==> src/pkg/sap_pkg.sv <==
// Package of constants and types for the sampling converter port logic
package sap_pkg;

	// ==========================================================
	// Clock and timing
	localparam int CLK_PERIOD_PS       = 4000;
	localparam int START_PULSE_NS      = 1000;
	localparam int START_PULSE_CYC     = (START_PULSE_NS * 1000 + CLK_PERIOD_PS - 1) / CLK_PERIOD_PS;
	localparam int POWER_UP_NS         = 1000;
	localparam int POWER_UP_CYC_RAW    = (POWER_UP_NS * 1000) / CLK_PERIOD_PS;
	localparam int POWER_UP_CYC        = (POWER_UP_CYC_RAW < 1) ? 1 : POWER_UP_CYC_RAW;
	localparam int CONV_TIME_NS        = 4500;
	localparam int CONV_CYC_RAW        = (CONV_TIME_NS * 1000) / CLK_PERIOD_PS;
	localparam int CONV_CYC            = (CONV_CYC_RAW < 1) ? 1 : CONV_CYC_RAW;
	localparam int CNT_W               = 11;

	// ==========================================================
	// Data width, reset value and sequencer states
	localparam int RESULT_W            = 8;
	localparam logic [7:0] RESULT_RST  = 8'h00;

	typedef enum logic [1:0] {
		SAP_POWERED_DOWN,
		SAP_IDLE,
		SAP_CONVERT
	} sap_state_type;

endpackage

==> src/verilog/sap_core.sv <==
// Conversion sequencing and parallel read port of the sampling converter
`timescale 1ns/1ps
module sap_core
	import sap_pkg::*;
#(
	parameter int CONV_CYCLES = CONV_CYC,
	parameter int DATA_W      = RESULT_W
)
(
	input  wire logic              CORE_CLK,
	input  wire logic              RSTN,
	input  wire logic              CONVERSION_START_N,
	input  wire logic              SELECT_N,
	input  wire logic              READ_N,
	input  wire logic [DATA_W-1:0] SAMPLE_IN,
	output logic                   BUSY,
	output logic                   POWERED,
	output logic      [DATA_W-1:0] RESULT_BUS_O,
	output logic      [DATA_W-1:0] RESULT_BUS_OE_N
);
	// ==========================================================
	// Edge detection of the start input
	logic start_q;
	logic start_rise;
	logic start_fall;

	always_ff @(posedge CORE_CLK)
	begin
		if (!RSTN)
			start_q <= 1'b1;
		else
			start_q <= CONVERSION_START_N;
	end

	assign start_rise = CONVERSION_START_N & ~start_q;
	assign start_fall = ~CONVERSION_START_N & start_q;

	// ==========================================================
	// Internal start pulse and power-up timers
	logic pulse_active;
	logic pwrup_active;

	sap_pulse_timer #(.LEN(START_PULSE_CYC)) u_start_pulse
	(
		.clk     (CORE_CLK),
		.rst_n   (RSTN),
		.trigger (start_rise),
		.active  (pulse_active)
	);

	// POWERED is registered one edge after the timer ends, so the timer runs one cycle short
	sap_pulse_timer #(.LEN(POWER_UP_CYC - 1)) u_power_up
	(
		.clk     (CORE_CLK),
		.rst_n   (RSTN),
		.trigger (start_rise),
		.active  (pwrup_active)
	);

	// ==========================================================
	// Sequencer
	sap_state_type    state_q;
	sap_state_type    state_d;
	logic [CNT_W-1:0] conv_cnt_q;
	logic [CNT_W-1:0] conv_cnt_d;
	logic             pending_q;
	logic             pending_d;
	logic             busy_q;
	logic             busy_d;
	logic             powered_q;
	logic             powered_d;
	logic [DATA_W-1:0] result_q;
	logic [DATA_W-1:0] result_d;
	logic             go;

	// Pending start waits out the internal pulse instead of being lost
	assign go = (start_fall | pending_q) & ~pulse_active;

	always_comb
	begin
		state_d    = state_q;
		conv_cnt_d = conv_cnt_q;
		pending_d  = pending_q;
		busy_d     = busy_q;
		powered_d  = powered_q;
		result_d   = result_q;
		case (state_q)
			SAP_POWERED_DOWN:
			begin
				powered_d = 1'b0;
				if (start_rise)
				begin
					// Power comes up only when the power-up timer runs out
					state_d   = SAP_IDLE;
				end
			end
			SAP_IDLE:
			begin
				powered_d = ~pwrup_active | powered_q;
				if (start_fall && pulse_active)
					pending_d = 1'b1;
				if (go)
				begin
					pending_d  = 1'b0;
					busy_d     = 1'b1;
					conv_cnt_d = CNT_W'(CONV_CYCLES);
					state_d    = SAP_CONVERT;
				end
			end
			SAP_CONVERT:
			begin
				conv_cnt_d = conv_cnt_q - 1'b1;
				if (conv_cnt_q == CNT_W'(1))
				begin
					busy_d   = 1'b0;
					result_d = SAMPLE_IN;
					// Low start level at the end selects automatic power-down
					if (!CONVERSION_START_N)
						state_d = SAP_POWERED_DOWN;
					else
						state_d = SAP_IDLE;
				end
			end
			default:
			begin
				state_d = SAP_POWERED_DOWN;
			end
		endcase
	end

	always_ff @(posedge CORE_CLK)
	begin
		if (!RSTN)
		begin
			state_q    <= SAP_POWERED_DOWN;
			conv_cnt_q <= '0;
			pending_q  <= 1'b0;
			busy_q     <= 1'b0;
			powered_q  <= 1'b0;
			result_q   <= DATA_W'(RESULT_RST);
		end
		else
		begin
			state_q    <= state_d;
			conv_cnt_q <= conv_cnt_d;
			pending_q  <= pending_d;
			busy_q     <= busy_d;
			powered_q  <= powered_d;
			result_q   <= result_d;
		end
	end

	// ==========================================================
	// Read port; one cycle of access latency, enables are active low
	logic [DATA_W-1:0] bus_o_q;
	logic [DATA_W-1:0] bus_o_d;
	logic [DATA_W-1:0] bus_oe_n_q;
	logic [DATA_W-1:0] bus_oe_n_d;

	always_comb
	begin
		bus_o_d    = result_q;
		bus_oe_n_d = {DATA_W{~(~SELECT_N & ~READ_N)}};
	end

	always_ff @(posedge CORE_CLK)
	begin
		if (!RSTN)
		begin
			bus_o_q    <= DATA_W'(RESULT_RST);
			bus_oe_n_q <= '1;
		end
		else
		begin
			bus_o_q    <= bus_o_d;
			bus_oe_n_q <= bus_oe_n_d;
		end
	end

	assign BUSY            = busy_q;
	assign POWERED         = powered_q;
	assign RESULT_BUS_O    = bus_o_q;
	assign RESULT_BUS_OE_N = bus_oe_n_q;
endmodule

==> src/verilog/sap_pulse_timer.sv <==
// Retriggerable one-shot timer used for start pulse and power-up
`timescale 1ns/1ps
module sap_pulse_timer
	import sap_pkg::*;
#(
	parameter int LEN = 1
)
(
	input  wire logic clk,
	input  wire logic rst_n,
	input  wire logic trigger,
	output logic      active
);
	// ==========================================================
	// Counter
	logic [CNT_W-1:0] cnt_q;
	logic [CNT_W-1:0] cnt_d;

	always_comb
	begin
		cnt_d = cnt_q;
		if (trigger)
			cnt_d = CNT_W'(LEN);
		else if (cnt_q != '0)
			cnt_d = cnt_q - 1'b1;
	end

	always_ff @(posedge clk)
	begin
		if (!rst_n)
			cnt_q <= '0;
		else
			cnt_q <= cnt_d;
	end

	assign active = (cnt_q != '0);
endmodule
==> config.mk <==
export PLATFORM = sky130hd
export DESIGN_NAME = sap_core
export DESIGN_NICKNAME = d
export VERILOG_FILES = /design/src/pkg/sap_pkg.sv /design/src/verilog/sap_core.sv /design/src/verilog/sap_pulse_timer.sv
export SDC_FILE = /design/constraint.sdc
export NUM_CORES = 1
export LEC_CHECK = 0
export BUFFER_PORTS_ARGS = -buffer_cell sky130_fd_sc_hd__buf_2
export CORE_ASPECT_RATIO = 0.5
export CORE_MARGIN = 3
export CORE_UTILIZATION = 35
export CTS_BUF_LIST = sky130_fd_sc_hd__clkbuf_4 sky130_fd_sc_hd__clkbuf_8
export CTS_CLUSTER_DIAMETER = 60
export DETAILED_ROUTE_END_ITERATION = 12
export PLACE_DENSITY_LB_ADDON = 0.08
export SETUP_SLACK_MARGIN = 0.1
export SYNTH_ARGS = -nofsm -noshare
export SYNTH_HDL_FRONTEND = slang
export SYNTH_SLANG_ARGS = --single-unit
==> constraint.sdc <==
create_clock -name CORE_CLK -period 3.2 [get_ports CORE_CLK]
set_input_delay 0.64 -clock CORE_CLK [delete_from_list [all_inputs] [get_ports CORE_CLK]]
set_output_delay 0.64 -clock CORE_CLK [all_outputs]
set_load 0.02 [all_outputs]
==> qor.yml, run 1 <==
overflow: 0
areaGrowthSynthToFinish_pct: 11.6
placed_cells: 386
cp_num_buf_inv: 1
netlist-cell-type-count: 44
routabilityCongestion: 0.775
port_buffers: 30
rows: 21
yosysSeqAreaShare_pct: 44.4
irDropWorstVdd_mv: 0.234
ys_seq_elements: 56
netlist_instances: 282
fmax_mhz: 484
grt_pass1_wl_mm: 9.09
drc: 0
clock_path_buffers: 2
fill_cells: 681
drt_wl_total_mm: 5.41
wl_per_cell_um: 13.7
synth_top_area_share_pct: 44.4
core_mm2: 0.00683
fin_skew_ns: 0.0141
cts_buffers: 5
grt_max_degree: 34
synth_top_area_cell: "dfxtp_1"
initial_core_util_pct: 37.0
cts_setup_buffers: 0
timing.final.crit_share_pct: 64.5
fin_crit_ns: 2.06
drtIter0Drc: 119
diodes: 0
htree_num_levels: 2
setup_viol: 0
synth_edf_count: 0
path_clk_slew_ns: 0.11
synth_most_common_cell: "dfxtp_1"
hold_path_class: "reg2reg"
layout-drive-gt1-share_pct: 16.6
die-area_mm2: 0.00834
track_usage_pct: 13.6
multi_input_area_mm2: 0.00127
ant_nets: 0
cp-end-kind: "register"
status: "finished clean"
critical_path.max_fanout: 10
via_count: 2029
path_class: "reg2reg"
grt_use_met2_pct: 21.6
worst_pin_slew_ns: 1.09
critPathArrivalTime_ns: 2.30
pin_count: 31
hold_viol_final: 0
worstPathCellList: "inv_1 -> ha_1 -> nor4b_2 -> o2111ai_2 -> and3_1 -> o21a_1"
hpwl_mm: 3.70
drt_first_pass_iters: 4
yosys-top-cells-area: "dfxtp_1 44%, a21oi_1 5.2%, nand3_1 4.0%, o21ai_0 3.2%, ha_1 3.0%"
grt.busiest_layer: "met2"
seqCellArea_mm2: 0.00112
slew_violations: 0
via_per_inst: 5.15
cts-root-buf: "clkbuf_8"
maxCapViolCount: 0
finalSetupTns_ns: 0
antenna_found_initial: 0
synth_ff_type: "dfxtp_1"
floorplan.die.width_um: 126
postCtsResizedCells: 0
nets: 320
use_met3_pct: 3.87
netlist_area_mm2: 0.00253
start_kind: "register"
synth_commonest_cells: "56 x dfxtp_1, 26 x a21oi_1, 20 x nand3_1"
cts.sinks: 56
grt_pass1_vias: 1889
syn_nets: 301
cp_data_required_time_ns: 3.43
crit_path_max_incr_delay_ns: 0.45
relSlewSlack_pct: 27.6
rsz0062_at_grt: "false"
final-instance-count-excl-fill: 394
met1_usage_pct: 18.1
cpMaxStageDelayCell: "nor4b_2"
cellLeakagePower_nw: 1.06
ys_warn_count: 0
hold_buffers: 0
cp_top_family: "simple AND/OR/NAND/NOR gates"
async_flop_share_pct: 0
insertion_delay_ns: 0.32
fp.dieH_um: 66.1
powerDensity_mw_per_mm2: 803
tritoncts: "built"
syn_area_per_cell_um2: 8.96
state kept, by name, indices dropped and copies added (netlist names), 2 cells and up:
name	cells
u_start_pulse.cnt_q	11
u_power_up.cnt_q	11
state_q	2
RESULT_BUS_O	8
conv_cnt_q	11
bus_o_d	8
kinds of logic after synthesis:
| logic type | share of synthesized area (%) |
|---|---|
| AOI/OAI and AO/OA | 15.3 |
| xor gates and xnor gates | 4.16 |
| adders and majority gates | 2.97 |
| buffers and inverters | 5.15 |
| muxes | 0.396 |
| DFF | 44.4 |
| and+or+nand+nor | 27.7 |
area by class of cell:
cell class	instances	share of cell area [%]
multi-input combinational	199	45.2
timing repair buffer	31	5.59
inverter	8	1.06
clock buffer	6	2.93
sequential	56	39.8
tap	92	4.08
clock inverter	2	1.38
cell usage in the layout (no fill, tap or decap), types with 6 or more instances in the layout:
cell,instances
nand4b_1,6
nand3_1,20
inv_1,8
a21oi_1,26
xor2_1,8
buf_2,30
nor2_1,18
dfxtp_1,56
or3_1,7
o21ai_0,16
nand2b_1,7
a31oi_1,9
clkbuf_8,6
nand2_1,14
ha_1,6
and2_1,8
metrics by stage:
stage | hold slack, ns | area [µm²] | total power [W] | setup slack, ns | util [%]
final | 0.456 | 2820 | 0.00226 | 1.14 | 41.3
after global routing | 0.487 | 2820 | 0.00243 | 0.944 | 41.3
after CTS | 0.460 | 2820 | 0.00229 | 1.14 | 41.3
after detailed placement | 0.435 | 2700 | 0.00178 | 1.08 | 39.5
after global placement | 0.435 | 2700 | 0.00175 | 1.14 | 39.5
after floorplan | 0.423 | 2530 | 0.00160 | 1.39 | -
per-layer routing:
metal / up-vias / wire (µm)
met3: 7 / 299
met4: 0 / 76
li1: 1048 / -
met5: - / 0
met1: 930 / 2730
met2: 44 / 2310
worst paths after layout:
path / start / to / slack (ns) / cells after the start
setup / recovery: u_start_pulse.cnt_q[0] / conv_cnt_q[7] / 1.14 / 6
hold / removal: bus_o_d[3] / RESULT_BUS_O[3] / 0.46 / 1
setup reg to reg: u_start_pulse.cnt_q[0] / conv_cnt_q[7] / 1.14 / 6
hold reg to reg: bus_o_d[3] / RESULT_BUS_O[3] / 0.46 / 1
power breakdown:
part	leakage (nW)	internal, W	switching [W]
clock	0.0614	0.000256	0.000245
combinational	0.543	0.000359	0.000437
sequential	0.456	0.000812	0.000154
(Power assumes the default switching activity.)
==> inputs of run 2 (changes only) <==
Clock period 3.2 ns to 2.1 ns, I/O delays scaled along.
==> run 2 against run 1 <==
  * Sequential power up 53%
  * Sequential cell count unchanged
  * Critical endpoint is now u_start_pulse.cnt_q[6]
  * Clock power up 28%
  * Count of clock-buffer cells in the layout down 1
  * Combinational power up 62%
==> qor.yml, run 2 (synthesized netlist as in run 1, its figures left out) <==
setup_ws_ns: 0.197  # -0.938 ns
status: "finished clean"
largestRegisters: "conv_cnt_q: 11 flops, u_power_up.cnt_q: 11 flops, u_start_pulse.cnt_q: 11 flops"
drt_first_pass_iters: 4  # unchanged
via_per_inst: 5.12  # -0.58%
cts_buffers: 5  # unchanged
grt_pass1_wl_mm: 9.36  # +2.9%
relSlewSlack_pct: 46.8  # +19 points
worst_pin_slew_ns: 0.797  # -0.288 ns
min-delay-start: "READ_N"
setup_viol: 0  # unchanged
htree_num_levels: 2  # unchanged
rows: 21  # unchanged
drtIter0Drc: 120  # +0.84%
hold_slack_ns: 0.273  # -0.183 ns
ant_nets: 0  # unchanged
nets: 327  # +2.2%
slew_violations: 0  # unchanged
place_ws_ns: 0.177  # -0.900 ns
layout-drive-gt1-share_pct: 19.1  # +2.5 points
start_kind: "register"
core_mm2: 0.00683  # unchanged
tritoncts: "built"
crit_path_max_incr_delay_ns: 0.39  # -0.06 ns
timing.final.crit_share_pct: 90.6  # +26 points
cp-end-kind: "register"
initial_core_util_pct: 37.0  # unchanged
cpMaxStageDelayCell: "or3b_4"
antenna_found_initial: 0  # unchanged
cp_num_buf_inv: 1  # unchanged
r2r_start: "u_start_pulse.cnt_q[1]"
rsz0062_at_grt: "false"
floorplan.die.width_um: 126  # unchanged
irDropWorstVdd_mv: 0.458  # +96%
overflow: 0  # unchanged
path_class: "reg2reg"
diodes: 0  # unchanged
die-area_mm2: 0.00834  # unchanged
routabilityCongestion: 0.771  # -0.49%
clock_path_buffers: 2  # unchanged
grt_max_degree: 25  # -26%
maxCapViolCount: 0  # unchanged
areaGrowthSynthToFinish_pct: 13.6
fin_crit_ns: 1.90  # -0.162 ns
path_common_cell: "or3_1"
fin_util_pct: 42.0  # +0.71 points
insertion_delay_ns: 0.32  # about the same
powerDensity_mw_per_mm2: 1190  # +48%
critPathArrivalTime_ns: 2.15  # -0.15 ns
port_buffers: 30  # unchanged
hold_path_depth: 2  # +1
track_usage_pct: 14.1  # +0.42 points
combPwrFrac_pct: 37.8  # +2.6 points
switching_share_pct: 38.6  # +1.6 points
hold_path_class: "in2reg"
via_count: 2053  # +1.2%
reg2reg_depth: 6  # unchanged
path_clk_slew_ns: 0.11  # about the same
critical_path.max_fanout: 5  # -5
clkPwrFrac_pct: 18.8  # -3.3 points
finalSetupTns_ns: 0  # unchanged
grt_pass1_vias: 1995  # +5.6%
cp.depth: 6  # unchanged
pin_count: 31  # unchanged
cp_top_family: "simple AND/OR/NAND/NOR gates"
cellLeakagePower_nw: 1.08  # +2.2%
wl_per_cell_um: 13.9  # +1.2%
cts.sinks: 56  # unchanged
cp_data_required_time_ns: 2.35  # -1.08 ns
fmax_mhz: 526  # +8.5%
hold_viol_final: 0  # unchanged
drt_wl_total_mm: 5.58  # +3.0%
p_int_w: 0.00209  # +47%
final_common_cell: "dfxtp_1"
drc: 0  # unchanged
final_cell_mix: "56 x dfxtp_1, 30 x buf_2, 26 x a21oi_1"
switchingPower_w: 0.00131  # +57%
cts-root-buf: "clkbuf_8"
worstPathCellList: "inv_1 -> ha_4 -> or3b_4 -> or3_1 -> or3_1 -> a31oi_1"
cp-startpoint: "u_start_pulse.cnt_q[1]"
fin_skew_ns: 0.0100  # -0.00401 ns
fp.dieH_um: 66.1  # unchanged
p_seq_share_pct: 43.5  # +0.8 points
hpwl_mm: 3.81  # +3.0%
==> run 2: final timing paths <==
path,slack [ns],end
setup / recovery,0.20,u_start_pulse.cnt_q[6]
hold / removal,0.27,RESULT_BUS_OE_N[0]
setup reg to reg,0.20,u_start_pulse.cnt_q[6]
hold reg to reg,0.46,RESULT_BUS_O[7]
==> run 2: final cells by class <==
type	instances	area, µm²
clock buffer	5	68.8
clock inverter	3	25.0
fill	696	3960
inverter	8	30.0
multi-input combinational	199	1300
sequential	56	1120
tap	92	115
timing repair buffer	38	210
==> run 2: metrics by stage <==
stage | cells | instance area (µm²) | power, W
after floorplan | 282 | 2530 | 0.00244
after global placement | 393 | 2750 | 0.00272
after detailed placement | 393 | 2750 | 0.00273
after CTS | 401 | 2850 | 0.00338
after global routing | 401 | 2870 | 0.00368
final | 401 | 2870 | 0.00341
==> run 2: timing repair <==
action                     CTS  global route
setup endpoints to repair    0             9
hold buffers                 0             0
setup buffers                0             0
resized for setup            0             4
==> run 2: layer usage <==
layer,wire [µm],global-route usage [%]
met1,2880,17.3
met5,0,0
met2,2410,23.4
met3,232,4.52
met4,53,5.08
==> run 2: power by group through the flow <==
stage / logic, W / clock network [W] / registers, W
global route: 0.00145 / 0.000712 / 0.00151
finish: 0.00129 / 0.000639 / 0.00148
floorplan: 0.000998 / 0 / 0.00144
global placement: 0.00122 / 0 / 0.00149
CTS: 0.00124 / 0.000663 / 0.00147
detailed placement: 0.00124 / 0 / 0.00149
==> run 2: worst register-to-register path, cell delays in order (launching register included) <==
cell,delay (ns)
dfxtp_1,0.34
inv_1,0.14
ha_4,0.18
or3b_4,0.39
or3_1,0.32
or3_1,0.31
a31oi_1,0.16
==> inputs of run 3 (changes only) <==
Settings changed: SYNTH_HIERARCHICAL set to 1.
==> run 3 against run 2 <==
  * Routed wire length fell by 5.9%
  * Clock skew fell by 0.0015 ns
  * Total power rose by 9.4%
  * Count of clock-buffer cells in the layout did not move
  * Die area rose by 2.3%
  * Synthesized area rose by 2.4%
  * Non-clock buffer count rose by 1
  * Synthesized cell count fell by 1.8%
  * Hold slack barely moved
  * Combinational power rose by 22%
  * Sequential cell count did not move
  * First-iteration DRC count fell by 52%
==> qor.yml, run 3 <==
status: "finished clean"
slew_violations: 0  # unchanged
irDropWorstVdd_mv: 0.357  # -22%
synth_edf_count: 0  # unchanged
rows: 21  # unchanged
cp-end-kind: "register"
nets: 327  # unchanged
hold_path_depth: 2  # unchanged
syn_nets: 296  # -1.7%
start_kind: "register"
overflow: 0  # unchanged
rsz0062_at_grt: "false"
path_class: "reg2reg"
cellLeakagePower_nw: 1.14  # +4.8%
syn_area_per_cell_um2: 9.34  # +4.3%
setup_ws_ns: 0.164  # -0.0332 ns
relSlewSlack_pct: 64.6  # +18 points
routabilityCongestion: 0.755  # -2.2%
antenna_found_initial: 0  # unchanged
track_usage_pct: 13.0  # -1.0 points
die-area_mm2: 0.00852  # +2.3%
drt_wl_total_mm: 5.25  # -5.9%
synth_adder_area_share_pct: 2.90  # -0.070 points
pin_count: 31  # unchanged
setup_viol: 0  # unchanged
maxCapViolCount: 0  # unchanged
synth_compound_area_share_pct: 17.1  # +1.9 points
tritoncts: "built"
final-instance-count-excl-fill: 401  # unchanged
via_per_inst: 5.01  # -2.2%
core_mm2: 0.00691  # +1.2%
fill_cells: 714  # +2.6%
diodes: 0  # unchanged
grt_max_degree: 28  # +12%
cts.sinks: 56  # unchanged
ant_nets: 0  # unchanged
place_ws_ns: 0.200  # +0.0228 ns
layout-drive-gt1-share_pct: 21.0  # +1.9 points
drc: 0  # unchanged
cts-root-buf: "clkbuf_8"
hold_viol_final: 0  # unchanged
fmax_mhz: 517  # -1.7%
synth_xor_area_share_pct: 3.05  # -1.1 points
timing.final.crit_share_pct: 92.2  # +1.6 points
port_buffers: 30  # unchanged
insertion_delay_ns: 0.32  # about the same
cp_data_required_time_ns: 2.32  # -0.03 ns
yosysSeqAreaShare_pct: 43.3  # -1.1 points
final_cell_mix: "56 x dfxtp_1, 30 x buf_2, 25 x nand2_1"
rrSetupSlack_ns: 0.16  # -0.03 ns
hold_buffers: 0  # unchanged
powerDensity_mw_per_mm2: 1270  # +7.1%
clock_path_buffers: 2  # unchanged
synth_ff_type: "dfxtp_1"
via_count: 2008  # -2.2%
synth_commonest_cells: "56 x dfxtp_1, 25 x nand2_1, 17 x nor2_1"
final_common_cell: "dfxtp_1"
hpwl_mm: 3.76  # -1.2%
postLayoutCellArea_mm2: 0.00293  # +2.2%
wl_per_cell_um: 13.1  # -5.9%
power_w: 0.00373  # +9.4%
placed_cells: 393  # unchanged
critPathArrivalTime_ns: 2.16  # about the same
htree_num_levels: 2  # unchanged
areaGrowthSynthToFinish_pct: 13.3
ys_seq_elements: 56  # unchanged
initial_core_util_pct: 37.4  # +0.47 points
fin_crit_ns: 1.94  # +0.0332 ns
dpl-instance-area_mm2: 0.00282  # +2.6%
r2r_end: "state_q[0]"
grt_pass1_wl_mm: 8.92  # -4.6%
synth_most_common_cell: "dfxtp_1"
synthMuxAreaShare_pct: 1.16  # +0.76 points
fin_skew_ns: 0.00852  # -0.00153 ns
min_to: "RESULT_BUS_OE_N[0]"
drtIter0Drc: 58  # -52%
min-delay-start: "READ_N"
synth_top_area_share_pct: 43.3  # -1.1 points
cts_buffers: 5  # unchanged
floorplan.die.width_um: 128  # +1.1%
drt_first_pass_iters: 4  # unchanged
reg2reg_depth: 4  # -2
ys_warn_count: 6  # +6
synth_top_area_cell: "dfxtp_1"
path_clk_slew_ns: 0.11  # about the same
yosys-top-cells-area: "dfxtp_1 43%, nand2_1 3.6%, ha_1 2.9%, nor2_1 2.5%, nor2b_1 2.4%"
grt_pass1_vias: 1948  # -2.4%
critical_path.max_fanout: 5  # unchanged
netlist_area_mm2: 0.00259  # +2.4%
synth_top_family_by_area: "simple AND/OR/NAND/NOR gates"
largestRegisters: "conv_cnt_q: 11 flops, u_power_up/cnt_q: 11 flops, u_start_pulse/cnt_q: 11 flops"
async_flop_share_pct: 0  # unchanged
worst_pin_slew_ns: 0.523  # -0.274 ns
netlist-cell-type-count: 46  # +4.5%
hold_path_class: "in2reg"
synthSimpleGateAreaFrac_pct: 27.2  # -0.46 points
fp.dieH_um: 66.8  # +1.1%
r2r_start: "conv_cnt_q[4]"
netlist_instances: 277  # -1.8%
finalSetupTns_ns: 0  # unchanged
-- run 3: cell types whose count changed after synthesis, moves of 6 or more --
| cell | change |
|---|---|
| o21ai_1 | +6 |
| nand3_1 | -11 |
| nand4b_1 | -6 |
| o21a_1 | +7 |
| o21ai_0 | -12 |
| a21oi_1 | -16 |
| nand2_1 | +11 |
-- run 3: power breakdown --
part	total, W	internal [W]	switching (W)	leakage [nW]
logic	0.00157	0.000771	0.000797	0.630
clock network	0.000651	0.000253	0.000398	0.0511
registers	0.00151	0.00126	0.000250	0.456
-- run 3: layout make-up --
cell class	count	area [µm²]	area share, %
clock inverter	3	28.8	0.982
multi-input combinational	196	1340	45.8
timing repair buffer	39	218	7.43
tap	92	115	3.93
sequential	56	1120	38.2
inverter	10	37.5	1.28
clock buffer	5	68.8	2.35
-- run 3: how the worst max path moves through the flow --
stage	depth (start not counted)	slack [ns]	startpoint	endpoint
6_report	4	0.16	conv_cnt_q[4]	state_q[0]
5_1_grt	4	0.10	conv_cnt_q[4]	state_q[0]
4_1_cts	4	0.17	conv_cnt_q[4]	state_q[0]
3_5_place_dp	4	0.20	conv_cnt_q[4]	state_q[0]
3_3_place_gp	5	0.22	conv_cnt_q[4]	BUSY
2_1_floorplan	9	0.12	u_start_pulse/cnt_q[0]	conv_cnt_q[7]
-- run 3: metal layers --
layer  vias up  part of all wire [%]  wire length, µm  track usage (%)
met3         5                   2.6              135             4.08
met5         -                     0                0                0
met2        15                    48             2510             23.0
met1       939                    49             2560             15.7
li1       1049                     -                -                -
met4         0                  0.80               42             3.17
-- run 3: per-stage QoR --
step / util [%] / hold WS, ns
finish: 42.4 / 0.273
global route: 42.4 / 0.273
CTS: 42.3 / 0.258
detailed placement: 40.8 / 0.439
global placement: 40.8 / 0.436
floorplan: - / 0.428
-- run 3: kinds of logic (layout without fill, tap and decap cells) --
logic type | Yosys count | after routing
AOI/OAI and AO/OA | 62 | 62
and+or+nand+nor | 116 | 116
DFF | 56 | 56
adders and majority gates | 6 | 6
muxes | 3 | 3
xor gates and xnor gates | 9 | 9
buffers and inverters | 25 | 57
-- run 3: critical path: stages (launching register included) --
cell and delay [ns]:
dfxtp_1 0.35, or4_4 0.57, or2_2 0.34, or4_1 0.50, o41ai_1 0.07
-- run 3: what timing repair did --
item                       in CTS  in global routing
buffers inserted                0                  0
setup endpoints to repair       0                  2
gates resized for setup         0                  2
